==> config.mk <==
export PLATFORM = sky130hd
export DESIGN_NAME = itu_top
export DESIGN_NICKNAME = d
export VERILOG_FILES = /design/src/core/itu_pkg.sv /design/src/core/itu_eru_if.sv /design/src/core/itu_eru.sv /design/src/core/itu_top.sv
export VERILOG_INCLUDE_DIRS = /design/src /design/src/core
export SDC_FILE = /design/constraint.sdc
export NUM_CORES = 2
export LEC_CHECK = 0
export BUFFER_PORTS_ARGS = -buffer_cell sky130_fd_sc_hd__buf_2
export CAP_MARGIN = 20
export CORE_MARGIN = 4
export CORE_UTILIZATION = 61
export DETAILED_ROUTE_END_ITERATION = 10
export MAX_ROUTING_LAYER = met4
export PLACE_DENSITY_LB_ADDON = 0.15
export SLEW_MARGIN = 20
export SYNTH_ARGS = -nofsm -noshare
export SYNTH_HDL_FRONTEND = slang
export SYNTH_HIERARCHICAL = 1
export SYNTH_SLANG_ARGS = --single-unit
==> constraint.sdc <==
create_clock -name pclk -period 123.3 [get_ports pclk]
set_input_delay 24.66 -clock pclk [delete_from_list [all_inputs] [get_ports pclk]]
set_output_delay 24.66 -clock pclk [all_outputs]
set_load 0.05 [all_outputs]
==> src/core/itu_regs.svh <==
`ifndef ITU_REGS_SVH
`define ITU_REGS_SVH
// Address regions, paddr[11:8]
`define ITU_RGN_NODE 4'h0
`define ITU_RGN_SSR 4'h1
`define ITU_RGN_CH 4'h2
`define ITU_RGN_MISC 4'h3
// Offsets inside the misc region, paddr[7:0]
`define ITU_OFS_ERU_CFG 8'h00
`define ITU_OFS_ERU_STAT 8'h04
`define ITU_OFS_TRAP 8'h80
`define ITU_OFS_ESR 8'h84
`define ITU_OFS_CTRL 8'h88
// Word select inside a channel slot, paddr[3:2]
`define ITU_CH_CTL 2'h0
`define ITU_CH_SRC 2'h1
`define ITU_CH_DST 2'h2
// Node control fields
`define ITU_NC_REQ 0
`define ITU_NC_EN 1
`define ITU_NC_PRI 5:2
`define ITU_NC_MODE 6
`define ITU_NC_CH 9:7
// Channel control fields
`define ITU_CC_CNT 7:0
`define ITU_CC_WORD 8
`define ITU_CC_ISRC 9
`define ITU_CC_IDST 10
`define ITU_CC_CONT 11
// Control register fields
`define ITU_CTRL_JC 0
// Nodes fed by the output gates and by shared sources
`define ITU_NODE_ERU 6'h38
`define ITU_NODE_SH 6'h3C
// Least response, CPU clocks, with and without jump cache
`define ITU_RESP_JC 4'h7
`define ITU_RESP_NJC 4'hB
// Reset values
`define ITU_RST_NODE 10'h000
`define ITU_RST_CTL 12'h000
`define ITU_RST_PTR 16'h0000
`define ITU_RST_CFG 32'h0000_0000
`endif

==> src/core/itu_pkg.sv <==
package itu_pkg;
	typedef enum logic [1:0] {
		S_IDLE = 2'b00,
		S_WAIT = 2'b01,
		S_REQ = 2'b10,
		S_XFER = 2'b11
	} itu_state_e;
	typedef logic [9:0] itu_node_t;
endpackage

==> src/core/itu_eru_if.sv <==
`timescale 1ns/1ns
interface itu_eru_if;
	logic [7:0] edge_sel;
	logic [7:0] route;
	logic [7:0] gate_mode;
	logic [3:0] mask;
	logic [3:0] gate_evt;
	logic [3:0] level;
	logic match;
	logic [2:0] esr_rise;
	modport core(output edge_sel, output route, output gate_mode, output mask,
		input gate_evt, input level, input match, input esr_rise);
	modport eru(input edge_sel, input route, input gate_mode, input mask,
		output gate_evt, output level, output match, output esr_rise);
endinterface

==> src/core/itu_eru.sv <==
`timescale 1ns/1ns
`include "itu_regs.svh"
module itu_eru (
	input wire logic pclk,
	input wire logic presetn,
	input wire logic ce,
	input wire logic [3:0] eru_pin,
	input wire logic [2:0] esr_pin,
	itu_eru_if.eru bus
);
	logic [6:0] s1_reg, s2_reg, s3_reg;
	logic [3:0] gate_reg, gate_next;
	logic [2:0] esr_reg, esr_next;
	logic [6:0] rise, fall;
	logic [3:0] evt;
	logic [1:0] sel;
	logic match;

	always_comb begin
		rise = s2_reg & ~s3_reg;
		fall = ~s2_reg & s3_reg;
		match = &(s2_reg[3:0] | ~bus.mask);
		for (int c = 0; c < 4; c++) begin
			evt[c] = (rise[c] & bus.edge_sel[2*c]) | (fall[c] & bus.edge_sel[2*c+1]);
		end
		for (int g = 0; g < 4; g++) begin
			sel = bus.route[2*g +: 2];
			// 0 off, 1 pass, 2 pass on pattern match, 3 pass on miss
			unique case (bus.gate_mode[2*g +: 2])
				2'h0: gate_next[g] = 1'b0;
				2'h1: gate_next[g] = evt[sel];
				2'h2: gate_next[g] = evt[sel] & match;
				default: gate_next[g] = evt[sel] & ~match;
			endcase
		end
		esr_next = rise[6:4];
	end

	always_ff @(posedge pclk or negedge presetn) begin
		if (!presetn) begin
			s1_reg <= 7'h00;
			s2_reg <= 7'h00;
			s3_reg <= 7'h00;
			gate_reg <= 4'h0;
			esr_reg <= 3'h0;
		end else if (ce) begin
			s1_reg <= {esr_pin, eru_pin};
			s2_reg <= s1_reg;
			s3_reg <= s2_reg;
			gate_reg <= gate_next;
			esr_reg <= esr_next;
		end
	end

	assign bus.gate_evt = gate_reg;
	assign bus.level = s2_reg[3:0];
	assign bus.match = match;
	assign bus.esr_rise = esr_reg;
endmodule

==> src/core/itu_top.sv <==
// Chosen here: the APB register port and the placing of the registers.
`timescale 1ns/1ns
`include "itu_regs.svh"
// Functional notes
// - 64 nodes, each with flag, enable, priority
// - Shared nodes pick source by select register
// - Each node serviced vectored or by channel
// - Vectored service branches to node's vector
// - Channel service steals exactly one cycle
// - Move byte or word, bump chosen pointers
// - Counter decrements unless continuous mode
// - Zero counter raises vectored interrupt instead
// - Eight independent request-triggered transfer channels
// - Service starts no sooner than 7/11 clocks
// - Four inputs detect rising, falling, both
// - Routed events gated by pattern match/miss
// - Hardware trap vectors and sets flag bit
// - Trap preempts unless equal or higher trap active
// - Trap service blocks interrupts and transfers
// - Service pins feed two system request traps
// - Software writing request flag makes request
// - Software trap number enters that service
module itu_top #(
	parameter int CHANNELS = 8,
	parameter int PTR_W = 16
) (
	input wire logic pclk,
	input wire logic presetn,
	input wire logic ce,
	input wire logic psel,
	input wire logic penable,
	input wire logic pwrite,
	input wire logic [11:0] paddr,
	input wire logic [31:0] pwdata,
	output logic [31:0] prdata,
	output logic pready,
	output logic pslverr,
	input wire logic [63:0] src_evt,
	input wire logic [15:0] shared_src,
	input wire logic [3:0] eru_pin,
	input wire logic [2:0] esr_pin,
	input wire logic [7:0] hw_trap,
	input wire logic [3:0] cpu_level,
	output logic int_req,
	output logic [5:0] int_vector,
	output logic [3:0] int_level,
	input wire logic int_ack,
	output logic xfer_req,
	output logic [PTR_W-1:0] xfer_src,
	output logic [PTR_W-1:0] xfer_dst,
	output logic xfer_word,
	input wire logic xfer_ack,
	output logic trap_req,
	output logic [3:0] trap_vector,
	input wire logic trap_ack,
	input wire logic trap_done,
	input wire logic swtrap_valid,
	input wire logic [5:0] swtrap_num
);
	itu_pkg::itu_node_t node_reg [64];
	itu_pkg::itu_node_t node_next [64];
	logic [11:0] ctl_reg [CHANNELS];
	logic [11:0] ctl_next [CHANNELS];
	logic [PTR_W-1:0] src_reg [CHANNELS];
	logic [PTR_W-1:0] src_next [CHANNELS];
	logic [PTR_W-1:0] dst_reg [CHANNELS];
	logic [PTR_W-1:0] dst_next [CHANNELS];
	logic [31:0] eru_cfg_reg, eru_cfg_next;
	logic [7:0] ssr_reg, ssr_next;
	logic [7:0] esr_cfg_reg, esr_cfg_next;
	logic ctrl_reg, ctrl_next;
	logic [31:0] prdata_reg, prdata_next;
	logic pslverr_reg, pslverr_next;
	logic [9:0] trap_flag_reg, trap_flag_next;
	logic [9:0] trap_pend_reg, trap_pend_next;
	logic [9:0] trap_act_reg, trap_act_next;
	logic trap_req_reg, trap_req_next;
	logic [3:0] trap_vec_reg, trap_vec_next;
	itu_pkg::itu_state_e state_reg, state_next;
	logic [5:0] sel_reg, sel_next;
	logic [3:0] lvl_reg, lvl_next;
	logic [3:0] cnt_reg, cnt_next;
	logic sw_reg, sw_next;
	logic swp_reg, swp_next;
	logic [5:0] swn_reg, swn_next;
	logic wr, setup, rd_ok, clr_en, xfer_take, trap_busy, best_ok, use_xfer;
	logic [31:0] rd_val;
	logic [63:0] evt;
	logic [9:0] trap_evt;
	logic [5:0] best_idx;
	logic [3:0] best_pri, resp_last;
	itu_pkg::itu_node_t sel_node;
	logic [2:0] ch_sel;
	logic [3:0] rgn;
	logic [5:0] widx;
	logic [2:0] wch;

	itu_eru_if eru_bus();

	itu_eru itu_eru_inst (
		.pclk(pclk),
		.presetn(presetn),
		.ce(ce),
		.eru_pin(eru_pin),
		.esr_pin(esr_pin),
		.bus(eru_bus)
	);

	function automatic logic [3:0] top_idx(input logic [9:0] v);
		top_idx = 4'h0;
		for (int k = 0; k < 10; k++) begin
			if (v[k]) top_idx = 4'(k);
		end
	endfunction

	function automatic logic [PTR_W-1:0] step(input logic word);
		step = word ? PTR_W'(2) : PTR_W'(1);
	endfunction

	assign eru_bus.edge_sel = eru_cfg_reg[7:0];
	assign eru_bus.route = eru_cfg_reg[15:8];
	assign eru_bus.gate_mode = eru_cfg_reg[23:16];
	assign eru_bus.mask = eru_cfg_reg[27:24];

	// Bus: read data captured in setup, so access phase has no wait state
	assign rgn = paddr[11:8];
	assign widx = paddr[7:2];
	assign wch = paddr[6:4];
	assign setup = psel & ~penable;
	assign wr = psel & penable & pwrite & ce;
	assign pready = ce;
	assign prdata = prdata_reg;
	assign pslverr = pslverr_reg;

	always_comb begin
		rd_val = 32'h0000_0000;
		rd_ok = 1'b0;
		case (rgn)
			`ITU_RGN_NODE: begin
				rd_ok = 1'b1;
				rd_val[9:0] = node_reg[widx];
			end
			`ITU_RGN_SSR: begin
				rd_ok = (paddr[7:0] == 8'h00);
				rd_val[7:0] = ssr_reg;
			end
			`ITU_RGN_CH: begin
				rd_ok = !paddr[7] && paddr[3:2] != 2'h3 && 32'(wch) < CHANNELS;
				case (paddr[3:2])
					`ITU_CH_CTL: rd_val[11:0] = ctl_reg[wch];
					`ITU_CH_SRC: rd_val[PTR_W-1:0] = src_reg[wch];
					`ITU_CH_DST: rd_val[PTR_W-1:0] = dst_reg[wch];
					default: rd_val = 32'h0000_0000;
				endcase
			end
			`ITU_RGN_MISC: begin
				rd_ok = 1'b1;
				case (paddr[7:0])
					`ITU_OFS_ERU_CFG: rd_val = eru_cfg_reg;
					`ITU_OFS_ERU_STAT: rd_val[4:0] = {eru_bus.match, eru_bus.level};
					`ITU_OFS_TRAP: rd_val[9:0] = trap_flag_reg;
					`ITU_OFS_ESR: rd_val[7:0] = esr_cfg_reg;
					`ITU_OFS_CTRL: rd_val[0] = ctrl_reg;
					default: rd_ok = 1'b0;
				endcase
			end
			default: rd_ok = 1'b0;
		endcase
		prdata_next = setup ? rd_val : prdata_reg;
		pslverr_next = setup ? !rd_ok : pslverr_reg;
	end

	always_comb begin
		eru_cfg_next = eru_cfg_reg;
		ssr_next = ssr_reg;
		esr_cfg_next = esr_cfg_reg;
		ctrl_next = ctrl_reg;
		if (wr && rgn == `ITU_RGN_SSR && paddr[7:0] == 8'h00) ssr_next = pwdata[7:0];
		if (wr && rgn == `ITU_RGN_MISC) begin
			if (paddr[7:0] == `ITU_OFS_ERU_CFG) eru_cfg_next = pwdata;
			if (paddr[7:0] == `ITU_OFS_ESR) esr_cfg_next = pwdata[7:0];
			if (paddr[7:0] == `ITU_OFS_CTRL) ctrl_next = pwdata[`ITU_CTRL_JC];
		end
	end

	// Request sources: dedicated, gated external events, shared nodes
	always_comb begin
		evt = src_evt;
		for (int g = 0; g < 4; g++) begin
			evt[32'(`ITU_NODE_ERU) + g] = src_evt[32'(`ITU_NODE_ERU) + g] | eru_bus.gate_evt[g];
			evt[32'(`ITU_NODE_SH) + g] = shared_src[g*4 + 32'(ssr_reg[2*g +: 2])];
		end
	end

	// Highest priority above the CPU level; ties go to the lowest node
	always_comb begin
		best_ok = 1'b0;
		best_idx = 6'h00;
		best_pri = 4'h0;
		for (int i = 0; i < 64; i++) begin
			if (node_reg[i][`ITU_NC_REQ] && node_reg[i][`ITU_NC_EN] &&
				node_reg[i][`ITU_NC_PRI] > cpu_level &&
				(!best_ok || node_reg[i][`ITU_NC_PRI] > best_pri)) begin
				best_ok = 1'b1;
				best_idx = 6'(i);
				best_pri = node_reg[i][`ITU_NC_PRI];
			end
		end
	end

	always_comb begin
		node_next = node_reg;
		if (wr && rgn == `ITU_RGN_NODE) node_next[widx] = pwdata[9:0];
		if (clr_en) node_next[sel_reg][`ITU_NC_REQ] = 1'b0;
		for (int i = 0; i < 64; i++) begin
			if (evt[i]) node_next[i][`ITU_NC_REQ] = 1'b1;
		end
	end

	assign sel_node = node_reg[sel_reg];
	assign ch_sel = sel_node[`ITU_NC_CH];
	assign resp_last = (ctrl_reg ? `ITU_RESP_JC : `ITU_RESP_NJC) - 4'h1;
	assign use_xfer = !sw_reg && sel_node[`ITU_NC_MODE] &&
		(ctl_reg[ch_sel][`ITU_CC_CONT] || ctl_reg[ch_sel][`ITU_CC_CNT] != 8'h00);
	assign trap_busy = |trap_act_reg;

	always_comb begin
		state_next = state_reg;
		sel_next = sel_reg;
		lvl_next = lvl_reg;
		cnt_next = cnt_reg;
		sw_next = sw_reg;
		swp_next = swp_reg | swtrap_valid;
		swn_next = swtrap_valid ? swtrap_num : swn_reg;
		clr_en = 1'b0;
		xfer_take = 1'b0;
		unique case (state_reg)
			itu_pkg::S_IDLE: begin
				if (!trap_busy && swp_reg) begin
					sel_next = swn_reg;
					sw_next = 1'b1;
					swp_next = swtrap_valid;
					lvl_next = cpu_level;
					cnt_next = 4'h0;
					state_next = itu_pkg::S_WAIT;
				end else if (!trap_busy && best_ok) begin
					sel_next = best_idx;
					sw_next = 1'b0;
					lvl_next = best_pri;
					cnt_next = 4'h0;
					state_next = itu_pkg::S_WAIT;
				end
			end
			itu_pkg::S_WAIT: begin
				cnt_next = cnt_reg + 4'h1;
				// A flag cleared by software meanwhile withdraws the request
				if (!sw_reg && !sel_node[`ITU_NC_REQ]) state_next = itu_pkg::S_IDLE;
				else if (cnt_reg == resp_last)
					state_next = use_xfer ? itu_pkg::S_XFER : itu_pkg::S_REQ;
			end
			itu_pkg::S_REQ: begin
				if (int_ack && !trap_busy) begin
					clr_en = !sw_reg;
					state_next = itu_pkg::S_IDLE;
				end
			end
			itu_pkg::S_XFER: begin
				if (xfer_ack && !trap_busy) begin
					clr_en = 1'b1;
					xfer_take = 1'b1;
					state_next = itu_pkg::S_IDLE;
				end
			end
		endcase
	end

	always_comb begin
		ctl_next = ctl_reg;
		src_next = src_reg;
		dst_next = dst_reg;
		if (wr && rgn == `ITU_RGN_CH && !paddr[7] && 32'(wch) < CHANNELS) begin
			case (paddr[3:2])
				`ITU_CH_CTL: ctl_next[wch] = pwdata[11:0];
				`ITU_CH_SRC: src_next[wch] = pwdata[PTR_W-1:0];
				`ITU_CH_DST: dst_next[wch] = pwdata[PTR_W-1:0];
				default: ;
			endcase
		end
		if (xfer_take) begin
			if (ctl_reg[ch_sel][`ITU_CC_ISRC])
				src_next[ch_sel] = src_reg[ch_sel] + step(ctl_reg[ch_sel][`ITU_CC_WORD]);
			if (ctl_reg[ch_sel][`ITU_CC_IDST])
				dst_next[ch_sel] = dst_reg[ch_sel] + step(ctl_reg[ch_sel][`ITU_CC_WORD]);
			if (!ctl_reg[ch_sel][`ITU_CC_CONT])
				ctl_next[ch_sel][`ITU_CC_CNT] = ctl_reg[ch_sel][`ITU_CC_CNT] - 8'h01;
		end
	end

	// Traps: a higher index outranks a lower one
	always_comb begin
		trap_evt = {|(eru_bus.esr_rise & esr_cfg_reg[6:4]),
			|(eru_bus.esr_rise & esr_cfg_reg[2:0]), hw_trap};
		trap_flag_next = trap_flag_reg;
		if (wr && rgn == `ITU_RGN_MISC && paddr[7:0] == `ITU_OFS_TRAP)
			trap_flag_next = trap_flag_reg & ~pwdata[9:0];
		trap_flag_next = trap_flag_next | trap_evt;
		trap_pend_next = trap_pend_reg;
		trap_act_next = trap_act_reg;
		if (trap_done && trap_busy) trap_act_next[top_idx(trap_act_reg)] = 1'b0;
		if (trap_ack && trap_req_reg) begin
			trap_act_next[trap_vec_reg] = 1'b1;
			trap_pend_next[trap_vec_reg] = 1'b0;
		end
		trap_pend_next = trap_pend_next | trap_evt;
		trap_req_next = |trap_pend_next && (trap_act_next == 10'h000 ||
			top_idx(trap_pend_next) > top_idx(trap_act_next));
		trap_vec_next = top_idx(trap_pend_next);
	end

	always_ff @(posedge pclk or negedge presetn) begin
		if (!presetn) begin
			for (int i = 0; i < 64; i++) node_reg[i] <= `ITU_RST_NODE;
			for (int c = 0; c < CHANNELS; c++) begin
				ctl_reg[c] <= `ITU_RST_CTL;
				src_reg[c] <= `ITU_RST_PTR;
				dst_reg[c] <= `ITU_RST_PTR;
			end
			eru_cfg_reg <= `ITU_RST_CFG;
			ssr_reg <= 8'h00;
			esr_cfg_reg <= 8'h00;
			ctrl_reg <= 1'b0;
			prdata_reg <= 32'h0000_0000;
			pslverr_reg <= 1'b0;
			trap_flag_reg <= 10'h000;
			trap_pend_reg <= 10'h000;
			trap_act_reg <= 10'h000;
			trap_req_reg <= 1'b0;
			trap_vec_reg <= 4'h0;
			state_reg <= itu_pkg::S_IDLE;
			sel_reg <= 6'h00;
			lvl_reg <= 4'h0;
			cnt_reg <= 4'h0;
			sw_reg <= 1'b0;
			swp_reg <= 1'b0;
			swn_reg <= 6'h00;
		end else if (ce) begin
			node_reg <= node_next;
			ctl_reg <= ctl_next;
			src_reg <= src_next;
			dst_reg <= dst_next;
			eru_cfg_reg <= eru_cfg_next;
			ssr_reg <= ssr_next;
			esr_cfg_reg <= esr_cfg_next;
			ctrl_reg <= ctrl_next;
			prdata_reg <= prdata_next;
			pslverr_reg <= pslverr_next;
			trap_flag_reg <= trap_flag_next;
			trap_pend_reg <= trap_pend_next;
			trap_act_reg <= trap_act_next;
			trap_req_reg <= trap_req_next;
			trap_vec_reg <= trap_vec_next;
			state_reg <= state_next;
			sel_reg <= sel_next;
			lvl_reg <= lvl_next;
			cnt_reg <= cnt_next;
			sw_reg <= sw_next;
			swp_reg <= swp_next;
			swn_reg <= swn_next;
		end
	end

	assign int_req = state_reg == itu_pkg::S_REQ && !trap_busy;
	assign int_vector = sel_reg;
	assign int_level = lvl_reg;
	assign xfer_req = state_reg == itu_pkg::S_XFER && !trap_busy;
	assign xfer_src = src_reg[ch_sel];
	assign xfer_dst = dst_reg[ch_sel];
	assign xfer_word = ctl_reg[ch_sel][`ITU_CC_WORD];
	assign trap_req = trap_req_reg;
	assign trap_vector = trap_vec_reg;
endmodule

==> key figures <==
Worst setup path
  • Reg-to-reg slack, setup: 26.60 ns
  • Reg2reg end: int_vector[5]
  • Maximum fanout along the worst path: 8
  • CP Class: input pin to flip-flop
  • Crit path launch: cpu_level[1]
  • CP max stage delay: 0.55 ns
  • Most used cell, CP: ha_1
  • CP arrival: 120.81 ns
  • Crit. path cell count: 554
  • Worst setup endpoint: int_vector[5]
  • CP Launch Type: input pin
  • Worst path bufs/invs: 76
  • WP data required: 123.94 ns
  • R2r worst-path depth: 552
  • Crit path max-delay cell type: o41a_1
  • Crit path max-delay family: compound AO/OA/AOI/OAI gates
  • Worst Setup End Kind: flip-flop

Synthesis
  • Synth top area cells: dfrtp_1, mux2_2, ha_1, a22oi_1, a21oi_1
  • FFs w/ async S/R, synth: 100.0%
  • Post-synth cell types: 120
  • Net Count, Synth: 9455
  • Syn Inst Count: 8824
  • Flops & latches, synth: 1161
  • Post-synth EDFFs: 0
  • Synth Cell Area: 80220 sq um
  • Area share of the largest cell type after synthesis: 36.22%
  • Cell accounting for the most synthesized area: dfrtp_1
  • YS warnings: 6
  • Syn avg cell area: 9.091 sq um
  • Prevailing post-synth register cell: dfrtp_1
  • Sequential fraction of the synthesis area: 36.22%

Routing
  • Metal-1 WL: 120.6 mm
  • Routed Wire Length: 354.7 mm
  • Remaining routing DRC violations: 0
  • DR iter-0 viols: 13870
  • Pre-antenna DRT Iters: 10
  • Met2 Wirelength: 150.4 mm
  • Top Layer Used: met4
  • Routed wl met3: 48.79 mm
  • Post-route ant nets: 0
  • Vias: 85130
  • Vias per cell: 7.469
  • Drt wl/cell: 31.12 um

Power and ir drop
  • Sw frac: 28.21%
  • Peak supply drop: 16.22 uV
  • PD cells: 9.655 nW/um^2
  • Clk pwr share: 46.7%
  • Overall power: 923.2 uW
  • Design internal power: 662.8 uW
  • Net Sw Power: 260.4 uW
  • Leakage power: 43.72 nW
  • Sequential share of power: 42.6%
  • Comb power frac: 10.7%

Floorplanning
  • Die area: 137400 sq um
  • # IOs: 244
  • Initial Util: 61.64%
  • Die width: 370.6 um
  • Die Y: 370.6 um
  • Core Rows: 132
  • Core Region: 130100 sq um

STA
  • Clk_skew: 0.04040 ns
  • Final setup viols: 0
  • Tightest Pin Transition: 1.320 ns
  • Post-layout minimum cycle time: 120.18 ns
  • Final hold vios: 0
  • Final period utilization: 97.47%
  • Final TNS setup: 0 ns
  • Worst rel slew slack: 11.70%
  • Peak Freq: 8.321 MHz
  • Slew Limit Fails: 0

Hold path
  • Min-delay worst type: flip-flop to flip-flop

CTS
  • CTS tree: yes
  • CTS Buf Count: 133
  • CTS root buffer: clkbuf_16
  • TritonCTS sink count: 1161
  • Longest Clk Path Bufs: 3
  • Hold_buf cts: 0
  • Clk slew on worst S/H paths: 0.06 ns
  • CTS H-tree lvls: 4
  • Skew-Pair Late Insertion Delay: 0.83 ns

Final layout
  • Filler cell count: 9750
  • Share of layout cells above drive strength 1: 26.66%
  • Synthesis-to-finish area growth: 19.21%
  • Most common cell after layout, fill and taps aside: dfrtp_1
  • Net count, final: 10150
  • Most frequent cells in the layout: dfrtp_1, buf_4, nor2_1

Global routing
  • Number of global-route vias before repair: 81830
  • First-pass GRT wire length: 514.2 mm
  • Total Routing Usage GR: 50.96%
  • Initial antenna violation count: 27
  • Remaining global-route overflow: 0
  • Largest net degree at the start of global routing: 178

Run
  • Max-cap violation count: 0

Place
  • DP HPWL: 235.8 mm
  • GPL Wtd Cong: 1.037
  • Input/output buffers: 239

Outcome
  • Status: finished, final reports clean
==> worst min-delay path by stage <==
stage                     startpoint                to  slack (ns)  depth (start not counted)
floorplan           trap_pend_reg[9]  trap_pend_reg[9]        0.44                          1
detailed placement        prdata[29]        prdata[29]        0.45                          2
global placement          prdata[31]        prdata[31]        0.44                          2
finish                    prdata[29]        prdata[29]        0.46                          2
global route              prdata[29]        prdata[29]        0.47                          2
CTS                       prdata[29]        prdata[29]        0.46                          2
==> worst min-delay path, cell delays in order (launching register included) <==
cell     delay [ns]
dfrtp_1        0.34
nand2_1        0.05
nand2_1        0.05
==> timing repair <==
action                                  in CTS  in global routing
pin swaps                                    7                211
gates resized for setup                     53                458
setup buffers                                7                 91
endpoints found under the setup margin      10                 10
==> synth_stat cells (84+ instances only) <==
cell / number
o21ai_0: 397
o22ai_1: 353
a221oi_1: 120
mux2_2: 665
a22oi_1: 528
inv_1: 317
nand2_1: 671
a22o_1: 167
nand4_1: 201
nor2_1: 746
o21a_1: 131
clkbuf_1: 507
dfrtp_1: 1161
nand3_1: 242
a21oi_1: 641
ha_1: 469
nor3_1: 84
nor2b_1: 131
==> through the flow <==
step / std cells / util (%) / hold slack, ns / cell area, sq um / setup slack [ns]
finish: 11400 / 73.48 / 0.4634 / 95630 / 3.121
global placement: 11030 / 67.38 / 0.4448 / 87690 / -1.236
floorplan: 8824 / - / 0.4431 / 80220 / 1.865
detailed placement: 11030 / 67.39 / 0.4508 / 87700 / -2.995
global route: 11390 / 73.47 / 0.4738 / 95610 / -1.482
CTS: 11270 / 71.18 / 0.4639 / 92640 / 0.07999
==> power by group through the flow <==
stage | logic [mW] | clock network (mW) | registers (mW)
6_report | 0.0990 | 0.431 | 0.393
5_1_grt | 0.103 | 0.445 | 0.394
4_1_cts | 0.0929 | 0.427 | 0.393
3_5_place_dp | 0.0920 | 0 | 0.400
3_3_place_gp | 0.0902 | 0 | 0.399
2_1_floorplan | 0.0462 | 0 | 0.402
==> cells by family (layout without fill, tap and decap cells) <==
| kind of cell | count (synthesis) | count (layout) | synth area share (%) |
|---|---|---|---|
| simple gates | 2434 | 2434 | 14.38 |
| mux | 764 | 764 | 10.92 |
| fa+ha+maj | 486 | 486 | 7.552 |
| buf+inv | 896 | 1696 | 4.246 |
| compound gates | 3044 | 3044 | 26.26 |
| other cells | 0 | 31 | 0 |
| flops | 1161 | 1161 | 36.22 |
| xor+xnor | 39 | 39 | 0.4258 |
==> metal layers <==
| metal | up-vias | track usage [%] |
|---|---|---|
| met1 | 40690 | 58.92 |
| met4 | 0 | 39.19 |
| li1 | 35020 | - |
| met2 | 7113 | 73.05 |
| met5 | - | - |
| met3 | 2303 | 17.01 |
==> final cells by class <==
type	instances	area [sq um]	area share, %
Tap cell	1742	2180	2.279
Inverter	319	1202	1.257
Multi-Input combinational cell	6767	50300	52.60
Antenna cell	31	77.57	0.08112
Clock inverter	64	923.4	0.9656
Clock buffer	175	3749	3.920
Timing Repair Buffer	1138	8144	8.517
Sequential cell	1161	29050	30.38
Power figures use the tool's default switching activity.
